==> config.mk <==
export PLATFORM = sky130hd
export DESIGN_NAME = dac_ctl
export DESIGN_NICKNAME = d
export VERILOG_FILES = /design/src/rtl/dac_ctl_pkg.sv /design/src/rtl/dac_chan.sv /design/src/rtl/dac_ctl.sv
export SDC_FILE = /design/constraint.sdc
export NUM_CORES = 1
export LEC_CHECK = 0
export BUFFER_PORTS_ARGS = -buffer_cell sky130_fd_sc_hd__buf_2
export CORE_UTILIZATION = 50
export CTS_CLUSTER_DIAMETER = 40
export DETAILED_ROUTE_END_ITERATION = 7
export PLACE_DENSITY = 0.75
export SLEW_MARGIN = 20
export SYNTH_ARGS = -nofsm -noshare
export SYNTH_HDL_FRONTEND = slang
export SYNTH_SLANG_ARGS = --single-unit
==> constraint.sdc <==
create_clock -name CLK_I -period 1.9 [get_ports CLK_I]
set_input_delay 0.285 -clock CLK_I [delete_from_list [all_inputs] [get_ports CLK_I]]
set_output_delay 0.285 -clock CLK_I [all_outputs]
set_load 0.02 [all_outputs]
==> src/rtl/dac_ctl_pkg.sv <==
// constants shared by the dual converter control block
// What this block does
// - two channels, 12-bit or 8-bit codes
// - 12-bit immediate: low byte write updates output
// - control bit 7 high selects 8-bit mode
// - control bit 6 sets channel 1 range
// - control bit 5 sets channel 0 range
// - control bit 4 low zeroes channel 1
// - control bit 3 low zeroes channel 0
// - sync bit high: low byte write updates
// - sync rising edge loads both pending codes
// - control bit 1 powers channel 1
// - control bit 0 powers channel 0
// - codes right-justified, high nibble upper bits
// - after reset channels off, outputs high impedance
package dac_ctl_pkg;
  localparam int ADDR_W = 8;
  localparam int DATA_W = 8;
  localparam int CODE_W = 12;
  localparam int NIB_W = 4;
  localparam int NCHAN = 2;
  localparam logic [ADDR_W-1:0] ADDR_CH0_LOW = 8'hf9;
  localparam logic [ADDR_W-1:0] ADDR_CH0_HIGH = 8'hfa;
  localparam logic [ADDR_W-1:0] ADDR_CH1_LOW = 8'hfb;
  localparam logic [ADDR_W-1:0] ADDR_CH1_HIGH = 8'hfc;
  localparam logic [ADDR_W-1:0] ADDR_CTRL = 8'hfd;
  localparam logic [DATA_W-1:0] CODE_RESET = 8'h00;
  localparam logic [DATA_W-1:0] CTRL_RESET = 8'h04;
  localparam int BIT_MODE8 = 7;
  localparam int BIT_RANGE1 = 6;
  localparam int BIT_RANGE0 = 5;
  localparam int BIT_ZERO1_N = 4;
  localparam int BIT_ZERO0_N = 3;
  localparam int BIT_SYNC = 2;
  localparam int BIT_PWR1 = 1;
  localparam int BIT_PWR0 = 0;
endpackage

==> src/rtl/dac_chan.sv <==
// one converter channel: data bytes, pending and live code
`timescale 1ns/1ps
module dac_chan
  import dac_ctl_pkg::*;
#(
  parameter int CW = CODE_W
) (
  input wire logic clk_i,
  input wire logic srst_i,
  input wire logic wr_low_i,
  input wire logic wr_high_i,
  input wire logic [DATA_W-1:0] wdata_i,
  input wire logic mode8_i,
  input wire logic sync_i,
  input wire logic sync_rise_i,
  output logic [DATA_W-1:0] low_o,
  output logic [DATA_W-1:0] high_o,
  output logic [CW-1:0] code_o
);
  logic [DATA_W-1:0] next_low;
  logic [DATA_W-1:0] next_high;
  logic [CW-1:0] next_code;
  logic [CW-1:0] pend;

  // assemble code from bytes as they will stand after this cycle
  always_comb begin
    next_low = wr_low_i ? wdata_i : low_o;
    next_high = wr_high_i ? wdata_i : high_o;
    if (mode8_i) begin
      pend = {{(CW-DATA_W){1'b0}}, next_low};
    end else begin
      pend = {next_high[NIB_W-1:0], next_low};
    end
    next_code = code_o;
    // immediate update only on low byte so high-then-low is atomic
    if (sync_i && wr_low_i) begin
      next_code = pend;
    end
    if (sync_rise_i) begin
      next_code = pend;
    end
  end

  // register bytes and live code
  always_ff @(posedge clk_i) begin
    if (srst_i) begin
      low_o <= CODE_RESET;
      high_o <= CODE_RESET;
      code_o <= '0;
    end else begin
      low_o <= next_low;
      high_o <= next_high;
      code_o <= next_code;
    end
  end
endmodule

==> src/rtl/dac_ctl.sv <==
// dual converter control and data registers on the special-function bus
`timescale 1ns/1ps
module dac_ctl
  import dac_ctl_pkg::*;
(
  input wire logic CLK_I,
  input wire logic SRST_I,
  input wire logic SFR_WR_I,
  input wire logic SFR_RD_I,
  input wire logic [dac_ctl_pkg::ADDR_W-1:0] SFR_ADDR_I,
  input wire logic [dac_ctl_pkg::DATA_W-1:0] SFR_WDATA_I,
  output logic [dac_ctl_pkg::DATA_W-1:0] SFR_RDATA_O,
  output logic SFR_HIT_O,
  output logic [dac_ctl_pkg::CODE_W-1:0] CHAN0_CODE_O,
  output logic [dac_ctl_pkg::CODE_W-1:0] CHAN1_CODE_O,
  output logic CHAN0_RANGE_SELECT_O,
  output logic CHAN1_RANGE_SELECT_O,
  output logic CHAN0_ZERO_FORCE_N_O,
  output logic CHAN1_ZERO_FORCE_N_O,
  output logic CHAN0_POWER_ON_O,
  output logic CHAN1_POWER_ON_O,
  output logic CHAN0_OUT_EN_O,
  output logic CHAN1_OUT_EN_O
);
  import dac_ctl_pkg::*;

  logic [DATA_W-1:0] converter_control;
  logic [DATA_W-1:0] next_control;
  logic wr_ctrl;
  logic sync_rise;
  logic [DATA_W-1:0] low_byte [NCHAN];
  logic [DATA_W-1:0] high_byte [NCHAN];
  logic [CODE_W-1:0] code [NCHAN];
  logic [DATA_W-1:0] next_rdata;
  logic [DATA_W-1:0] rdata;

  // write decode of the control register
  assign wr_ctrl = SFR_WR_I && (SFR_ADDR_I == ADDR_CTRL);

  // a 0 to 1 write of the sync bit releases both pending codes at once
  assign sync_rise = wr_ctrl && SFR_WDATA_I[BIT_SYNC] && !converter_control[BIT_SYNC];

  // next control value
  always_comb begin
    next_control = wr_ctrl ? SFR_WDATA_I : converter_control;
  end

  // control register, resets with both channels off
  always_ff @(posedge CLK_I) begin
    if (SRST_I) begin
      converter_control <= CTRL_RESET;
    end else begin
      converter_control <= next_control;
    end
  end

  // one data path per channel; mode and sync are shared, so both see the same control
  for (genvar c = 0; c < NCHAN; c++) begin : g_chan
    localparam logic [ADDR_W-1:0] LOW_A = (c == 0) ? ADDR_CH0_LOW : ADDR_CH1_LOW;
    localparam logic [ADDR_W-1:0] HIGH_A = (c == 0) ? ADDR_CH0_HIGH : ADDR_CH1_HIGH;
    dac_chan u_chan (
      .clk_i(CLK_I),
      .srst_i(SRST_I),
      .wr_low_i(SFR_WR_I && (SFR_ADDR_I == LOW_A)),
      .wr_high_i(SFR_WR_I && (SFR_ADDR_I == HIGH_A)),
      .wdata_i(SFR_WDATA_I),
      .mode8_i(converter_control[BIT_MODE8]),
      .sync_i(converter_control[BIT_SYNC]),
      .sync_rise_i(sync_rise),
      .low_o(low_byte[c]),
      .high_o(high_byte[c]),
      .code_o(code[c])
    );
  end

  // live codes to the converter cores
  assign CHAN0_CODE_O = code[0];
  assign CHAN1_CODE_O = code[1];

  // analog controls straight from the register bits
  assign CHAN1_RANGE_SELECT_O = converter_control[BIT_RANGE1];
  assign CHAN0_RANGE_SELECT_O = converter_control[BIT_RANGE0];
  assign CHAN1_ZERO_FORCE_N_O = converter_control[BIT_ZERO1_N];
  assign CHAN0_ZERO_FORCE_N_O = converter_control[BIT_ZERO0_N];
  assign CHAN1_POWER_ON_O = converter_control[BIT_PWR1];
  assign CHAN0_POWER_ON_O = converter_control[BIT_PWR0];
  // output stage floats whenever its channel is powered off
  assign CHAN1_OUT_EN_O = converter_control[BIT_PWR1];
  assign CHAN0_OUT_EN_O = converter_control[BIT_PWR0];

  // read mux, registered so data lands one cycle after the strobe
  always_comb begin
    unique case (SFR_ADDR_I)
      ADDR_CH0_LOW: next_rdata = low_byte[0];
      ADDR_CH0_HIGH: next_rdata = high_byte[0];
      ADDR_CH1_LOW: next_rdata = low_byte[1];
      ADDR_CH1_HIGH: next_rdata = high_byte[1];
      ADDR_CTRL: next_rdata = converter_control;
      default: next_rdata = '0;
    endcase
    if (!SFR_RD_I) begin
      next_rdata = rdata;
    end
  end

  // read data register
  always_ff @(posedge CLK_I) begin
    if (SRST_I) begin
      rdata <= '0;
    end else begin
      rdata <= next_rdata;
    end
  end
  assign SFR_RDATA_O = rdata;

  // hit flag lets the core merge several peripherals' read data
  assign SFR_HIT_O = (SFR_ADDR_I >= ADDR_CH0_LOW) && (SFR_ADDR_I <= ADDR_CTRL);
endmodule

==> flow_summary.toml, run 1 <==
[worst_setup_path]
cpLargestDelayFamily = "compound AO/OA/AOI/OAI gates"
end_kind = "flop"
timing.rr.start = "converter_control[2]"
crit_required_ps = 2150
worstSetupStartpointType = "flop"
slowest_delay_ps = 440
path_max_fanout = 8
crit_slowest_cell = "dfxtp_1"
crit_buf_inv = 1
r2r_slack_ps = 420
r2r-end = "g_chan[1].u_chan.code_o[9]"
crit_chain = "nor2b_1 > a22o_1 > and3_1 > buf_4 > o32ai_1"
cp.arrival_ps = 1740
path_class = "reg2reg"
rr_worst_depth = 5

[synth]
ys_top_cells_by_area = "dfxtp_1 (44%), mux2i_1 (13%), a211oi_2 (6.1%)"
ys_seq_elements = 72
synth_nets = 361
avgSynthCellArea_sq_um = 9.60
synthesis.area_sq_um = 3270
synth_warnings = 0
synth_cells = 341
ys_seq_area_share_pct = 44.0
post-synth-top-area-cell = "dfxtp_1"
yosysUniqueCellTypes = 38
synth_top_area_share_pct = 44.0

[routing]
first_pass_iters = 7
ant_nets = 0
drc = 2
drt-total-wl_mm = 8.14
wl_per_cell_microns = 16.7
via_per_inst = 5.76
first_iter_violations = 171
vias = 2813

[placement]
dp.final_hpwl_mm = 5.67
io_buffer_count = 60
routabilityCongestion = 0.845

[min_path]
holdCritPathClass = "in2reg"
worstHoldStart = "SFR_WDATA_I[5]"
hold_end = "g_chan[1].u_chan.high_o[5]"
hold_path_depth = 3

[global_route]
overflow = 0
grt_pass1_vias = 2733
grt_start_max_net_pins = 71
antenna_found_initial = 0
grt_use_total_pct = 24.5
grt_first_pass_wirelength_mm = 13.4

[clock_tree]
post-cts-setup-buffers = 0
cts_made_buffers = 9
cts_tree = "done"
cts_buffer_depth = 2
path_clk_slew_ps = 70
clk_latency_ps = 350
htreeDepth = 3
cts.hold.buffers_added = 0
cts_root_buf = "clkbuf_8"
cts_sinks = 72
cts.repair.resized = 0

[sta]
period_share_pct = 78.0
setup_violations = 0
clock_skew_ps = 8.81
rsz0062_at_grt = "no"
relSlewSlack_pct = 61.3
tightest_slew_ps = 578
fin_setup_tns_ps = 0
fmax_ghz = 0.675
period_needed_ps = 1480
slew_viol_final = 0
hold_slack_ps = 256
hold_violations = 0

[cells_and_area]
layout.nets = 427
area_delta_synth_final_pct = 18.6
fillers = 560
layout_commonest_cell = "dfxtp_1"
final_cell_mix = "dfxtp_1 (72), buf_2 (60), nor2_1 (53), mux2i_1 (44), a21oi_1 (28)"
drive_above_1_share_pct = 29.2
insertedDiodeCount = 0

[pwr]
p_int_mw = 2.12
netSwitchingPower_uw = 694
p_comb_share_pct = 7.5
p_sw_share_pct = 24.6
pwr-share-seq_pct = 54.0
powerDensity_nw_per_um2 = 724
p_leak_nw = 1.59
power_frac_clock_pct = 38.5
ir_worst_vdd_mv = 0.446

[floorplanning]
core_area_sq_um = 6350
io_pins = 61
die-area_sq_um = 6880
die_y_microns = 82.9
initial_core_util_pct = 51.6
num_rows = 29
die_w_microns = 82.9

[run]
maxCapViolations = 0

[outcome]
status = "complete, but fails checks"
violations = "DRC"
-- worst max-delay path by stage --
stage,startpoint,cells after the start,end
after floorplan,SFR_ADDR_I[2],6,g_chan[0].u_chan.code_o[10]
after global placement,SFR_ADDR_I[2],5,g_chan[0].u_chan.code_o[8]
after detailed placement,SFR_ADDR_I[2],5,g_chan[0].u_chan.code_o[10]
after CTS,converter_control[2],5,g_chan[1].u_chan.code_o[9]
after global routing,converter_control[2],5,g_chan[1].u_chan.code_o[9]
final,converter_control[2],5,g_chan[1].u_chan.code_o[9]
-- cells by family after synthesis --
logic type / after synthesis / share of synthesized area, %
buffers and inverters: 32 / 4.70
AND/OR/NAND/NOR: 119 / 20.0
multiplexers: 44 / 13.5
AO/OA/AOI/OAI: 74 / 17.8
flip-flops: 72 / 44.0
-- metal layers --
| layer | track usage [%] | routed length (microns) | vias up |
|---|---|---|---|
| met3 | 5.07 | 486 | 15 |
| met5 | 0 | 0 | - |
| met2 | 39.9 | 3850 | 79 |
| met1 | 31.9 | 3610 | 1359 |
| met4 | 9.40 | 193 | 0 |
| li1 | - | - | 1360 |
-- worst register-to-register path: cells and delay by family (launching register included) --
family	cells	cell delay, ps
simple gates	2	280
buf+inv	1	180
compound gates	2	470
flops	1	440
-- area by class of cell --
| type | count | area [sq um] | share of cell area, % |
|---|---|---|---|
| multi-input combinational | 237 | 1690 | 43.4 |
| clock buffer | 12 | 155 | 3.99 |
| clock inverter | 3 | 17.5 | 0.451 |
| timing repair buffer | 80 | 463 | 11.9 |
| inverter | 7 | 26.3 | 0.676 |
| sequential | 72 | 1440 | 37.1 |
| tap | 77 | 96.3 | 2.48 |
-- cells in the mapped netlist, drive strengths merged --
cell type and number:
nand2b 6, a22o 1, clkbuf 11, nand2 17, inv 7, o32ai 6
a21o 2, and3 6, a21oi 28, and4 1, a2bb2oi 2, and2 2
nor3b 1, a311oi 6, nand4 2, nor2b 3, mux2i 44, nor3 2
or4 1, o32a 4, buf 14, o21ai 6, nand3 6, nor4 4
nand3b 15, a211oi 16, a2111oi 1, dfxtp 72, nor2 53, a221oi 2
-- sequential cells by signal, summed over array words and instances (netlist names) --
register              cells
g_chan.u_chan.high_o     16
g_chan.u_chan.low_o      16
SFR_RDATA_O               8
g_chan.u_chan.code_o     24
converter_control         8
-- per-stage QoR --
stage / worst slack [ps] / util (%) / cell area (sq um) / power [mW] / instances
after floorplan: 147 / - / 3280 / 1.68 / 341
after global placement: 123 / 58.5 / 3710 / 1.76 / 473
after detailed placement: 85.0 / 58.5 / 3710 / 1.76 / 473
after CTS: 433 / 61.2 / 3880 / 2.82 / 488
after global routing: 346 / 61.2 / 3880 / 2.90 / 488
final: 419 / 61.2 / 3880 / 2.81 / 488
-- power by group through the flow --
stage | Sequential [mW] | Clock [mW] | Combinational [mW]
after floorplan | 1.56 | 0 | 0.115
after global placement | 1.56 | 0 | 0.204
after detailed placement | 1.56 | 0 | 0.209
after CTS | 1.52 | 1.09 | 0.209
after global routing | 1.52 | 1.15 | 0.226
final | 1.52 | 1.08 | 0.211
No activity file was read; power rests on OpenSTA's default activity.
==> inputs of run 2 (changes only) <==
- clock period: 1.9 -> 1.2 ns (I/O delays scaled with it)
==> flow_summary.toml, run 2 (same netlist as run 1, synthesis figures left out) <==
[clock_tree]
cts.hold.buffers_added = 0
cts_made_buffers = 9
cts_root_buf = "clkbuf_8"
htreeDepth = 3
cts_buffer_depth = 2
clk_latency_ps = 340
cts_sinks = 72
path_clk_slew_ps = 80
cts_tree = "done"

[pwr]
p_leak_nw = 1.75
ir_worst_vdd_mv = 0.625
finalPower_mw = 4.50
powerDensity_nw_per_um2 = 1020

[floorplanning]
num_rows = 29
io_pins = 61
initial_core_util_pct = 51.6
core_area_sq_um = 6350
die_w_microns = 82.9
die_y_microns = 82.9
die-area_sq_um = 6880

[placement]
pre_cts_ws_ps = -385
io_buffer_count = 60
routabilityCongestion = 0.891
dp.final_hpwl_mm = 6.00

[sta]
fmax_ghz = 0.776
slew_viol_final = 0
period_needed_ps = 1290
period_share_pct = 107
hold_violations = 0
worst_slack_ps = -88.8
relSlewSlack_pct = 70.5
setup_violations = 19
rsz0062_at_grt = "yes"
clock_skew_ps = 4.30
tightest_slew_ps = 442

[worst_setup_path]
end_kind = "flop"
cp.arrival_ps = 1510
path_class = "reg2reg"
worstSetupStartpointType = "flop"
crit_required_ps = 1420
path_max_fanout = 6

[run]
maxCapViolations = 0

[routing]
first_pass_iters = 4
met2_length_mm = 4.34
wl_per_cell_microns = 17.3
drt-total-wl_mm = 8.87
drc = 0
ant_nets = 0
top_layer = "met4"
first_iter_violations = 158
route.met3.wl_microns = 498
via_per_inst = 5.79
vias = 2971
met1_length_mm = 3.88

[global_route]
grt_first_pass_wirelength_mm = 14.1
grt_use_total_pct = 26.0
overflow = 0
grt_pass1_vias = 2838
grt_start_max_net_pins = 32
antenna_found_initial = 0

[cells_and_area]
fillers = 491
largest_reg_flops = 24
multi_input_area_sq_um = 1920
regArea_sq_um = 1450
top_regs = "g_chan.u_chan.code_o: 24 flops, g_chan.u_chan.high_o: 16 flops, g_chan.u_chan.low_o: 16 flops"
top_register = "g_chan.u_chan.code_o"
area_delta_synth_final_pct = 34.4
layout.nets = 453
final_cell_mix = "dfxtp_1 (71), nor2_1 (53), buf_2 (52), buf_4 (38), mux2i_1 (36)"
drive_above_1_share_pct = 40.6
layout_commonest_cell = "dfxtp_1"
insertedDiodeCount = 0

[min_path]
holdCritPathClass = "in2reg"

[outcome]
violations = "setup timing"
status = "complete, but fails checks"
## run 2: cell types whose count changed in the layout (fill, tap and decap cells not counted), moves of 5 or more
cell     change
buf_2        -8
mux2i_1      -8
buf_4       +19
and3_4       +6
and3_1       -5
buf_6       +11
## run 2: area by class of cell
type | instances | share of cell area, %
Clock buffer | 10 | 3.13
Clock inverter | 4 | 0.512
Inverter | 7 | 0.597
Multi-Input combinational cell | 238 | 43.7
Sequential cell | 72 | 32.8
Tap cell | 77 | 2.19
Timing Repair Buffer | 105 | 17.0
## run 2: report_power, final
part | switching [mW] | leakage (nW) | total [mW] | internal (mW)
combinational | 0.268 | 1.08 | 0.447 | 0.179
sequential | 0.00716 | 0.581 | 2.41 | 2.40
clock | 0.875 | 0.0838 | 1.65 | 0.773
## run 2: what timing repair did
action / CTS / global route
pin swaps: 20 / 21
endpoints found under the setup margin: 26 / 48
gates resized for setup: 15 / 37
buffers inserted: 2 / 0
cloned: 1 / 0
## run 2: path summary, 6_finish.rpt
| check | cells past startpoint | startpoint | end | slack, ps |
|---|---|---|---|---|
| setup / recovery | 5 | converter_control[2] | g_chan[0].u_chan.code_o[1] | -90 |
| setup reg to reg | 5 | converter_control[2] | g_chan[0].u_chan.code_o[1] | -90 |
| hold reg to reg | 2 | g_chan[1].u_chan.high_o[6] | g_chan[1].u_chan.high_o[6] | 450 |
| hold / removal | 3 | SFR_WDATA_I[4] | g_chan[1].u_chan.high_o[4] | 150 |
## run 2: stage by stage
stage | cell area (sq um) | setup TNS (ps) | hold WS [ps] | utilization, % | std cells
finish | 4400 | -1030 | 146 | 69.3 | 513
global placement | 3970 | -19360 | 441 | 62.4 | 496
CTS | 4220 | -1020 | 131 | 66.4 | 513
global route | 4400 | -1850 | 138 | 69.3 | 513
detailed placement | 3970 | -21140 | 447 | 62.4 | 496
floorplan | 3340 | -14890 | 313 | - | 341
## run 2: worst max-delay path: stages (launching register included)
cell and delay [ps]:
dfxtp_4 360, nand3b_1 200, a21oi_4 210, and2_4 190, buf_6 130, a211oi_2 70
## run 2: metal layers
| metal | vias up | track usage (%) |
|---|---|---|
| li1 | 1415 | - |
| met1 | 1452 | 34.4 |
| met2 | 90 | 41.0 |
| met3 | 14 | 5.27 |
| met4 | 0 | 11.6 |
| met5 | - | 0 |
==> inputs of run 3 (changes only) <==
- REMOVE_ABC_BUFFERS: unset -> 1
==> flow_summary.toml, run 3 (same netlist as run 1, synthesis figures left out) <==
[pwr]
finalPower_mw = 5.01
p_leak_nw = 1.84
ir_worst_vdd_mv = 0.897
powerDensity_nw_per_um2 = 1090

[clock_tree]
cts_tree = "done"
cts_buffer_depth = 2
path_clk_slew_ps = 80
clk_latency_ps = 360
cts_made_buffers = 9
cts_sinks = 72
htreeDepth = 3
cts_root_buf = "clkbuf_8"
cts.hold.buffers_added = 0

[sta]
hold_violations = 0
fmax_ghz = 0.751
clock_skew_ps = 10.9
worst_slack_ps = -131
rsz0062_at_grt = "yes"
period_needed_ps = 1330
period_share_pct = 111
setup_violations = 32
relSlewSlack_pct = 72.1
tightest_slew_ps = 419
slew_viol_final = 0

[worst_setup_path]
rr_worst_depth = 6
r2r_slack_ps = -130
path_class = "reg2reg"
r2r-end = "g_chan[1].u_chan.code_o[6]"
end_kind = "flop"
timing.rr.start = "converter_control[2]"
cp.arrival_ps = 1580
path_max_fanout = 7
crit_required_ps = 1450
worstSetupStartpointType = "flop"

[routing]
ant_nets = 0
first_pass_iters = 4
first_iter_violations = 161
via_per_inst = 5.76
wl_per_cell_microns = 17.6
drt-total-wl_mm = 9.19
vias = 3001
drc = 0

[cells_and_area]
insertedDiodeCount = 0
final_cell_mix = "dfxtp_1 (71), buf_2 (56), nor2_1 (53), buf_4 (36), mux2i_1 (31)"
area_delta_synth_final_pct = 39.9
layout.nets = 459
layout_commonest_cell = "dfxtp_1"
fin_util_pct = 72.1
top_register = "g_chan.u_chan.code_o"
top_regs = "g_chan.u_chan.code_o: 24 flops, g_chan.u_chan.high_o: 16 flops, g_chan.u_chan.low_o: 16 flops"
drive_above_1_share_pct = 43.9
largest_reg_flops = 24

[min_path]
hold_end = "g_chan[1].u_chan.high_o[7]"
holdCritPathClass = "in2reg"
worstHoldStart = "SFR_WDATA_I[7]"
hold_path_depth = 3

[floorplanning]
die_w_microns = 82.9
core_area_sq_um = 6350
die_y_microns = 82.9
initial_core_util_pct = 51.6
io_pins = 61
die-area_sq_um = 6880
num_rows = 29

[global_route]
grt_first_pass_wirelength_mm = 14.5
grt_use_total_pct = 26.8
overflow = 0
antenna_found_initial = 0
grt_start_max_net_pins = 51
grt_pass1_vias = 2921

[run]
maxCapViolations = 0

[placement]
io_buffer_count = 60
routabilityCongestion = 0.838
dp.final_hpwl_mm = 6.04

[outcome]
violations = "setup timing"
status = "complete, but fails checks"
run 3: cell types whose count changed in the layout (fill, tap and decap cells not counted), sizes merged:
cell / previous run / this run
buf: 105 / 110
inv: 7 / 8
bufinv: 0 / 2
run 3: how the worst max path moves through the flow:
stage | start | to | slack [ps]
5_1_grt | converter_control[2] | g_chan[0].u_chan.code_o[8] | -180
3_3_place_gp | SFR_ADDR_I[3] | g_chan[0].u_chan.code_o[8] | -460
3_5_place_dp | SFR_ADDR_I[3] | g_chan[0].u_chan.code_o[8] | -520
4_1_cts | converter_control[2] | g_chan[0].u_chan.code_o[8] | -110
6_report | converter_control[2] | g_chan[1].u_chan.code_o[6] | -130
2_1_floorplan | SFR_ADDR_I[3] | g_chan[1].u_chan.code_o[0] | -740
run 3: critical path, cell delays in order (launching register included):
cell and delay [ps]:
dfxtp_2 350, buf_6 120, a22o_4 240, buf_6 140, buf_12 140, a21oi_2 170
a211oi_2 60
run 3: timing repair:
| item | in CTS | in global routing |
|---|---|---|
| gates resized for setup | 44 | 34 |
| pin swaps | 8 | 6 |
| buffers inserted | 6 | 2 |
| hold endpoints to repair | 0 | 0 |
| setup endpoints to repair | 36 | 54 |
| gates cloned | 1 | 0 |
run 3: stage by stage:
step | cell area (sq um) | hold slack (ps) | cells | TNS, ps | setup WS, ps
final | 4580 | 152 | 521 | -2200 | -131
after global placement | 3940 | 440 | 499 | -22300 | -458
after detailed placement | 3940 | 452 | 499 | -24440 | -521
after CTS | 4410 | 128 | 521 | -1650 | -113
after global routing | 4580 | 166 | 521 | -4260 | -177
after floorplan | 3150 | 245 | 316 | -23760 | -742
run 3: layout make-up:
cell class                      instances  area, sq um
Clock inverter                          7         95.1
Timing Repair Buffer                  111          796
Inverter                                7         26.3
Sequential cell                        72         1440
Multi-Input combinational cell        238         2000
Fill cell                             453         1770
Tap cell                               77         96.3
Clock buffer                            9          124
run 3: metal layers:
layer	track usage, %	wire [microns]	up-vias
met5	0	0	-
met2	44.5	4540	107
met3	4.57	462	19
met4	11.1	207	0
li1	-	-	1433
met1	34.4	3980	1442
run 3: power by group:
group / switching [mW] / leakage, nW / internal, mW
clock network: 0.967 / 0.110 / 1.17
registers: 0.00757 / 0.580 / 2.40
logic: 0.280 / 1.15 / 0.180
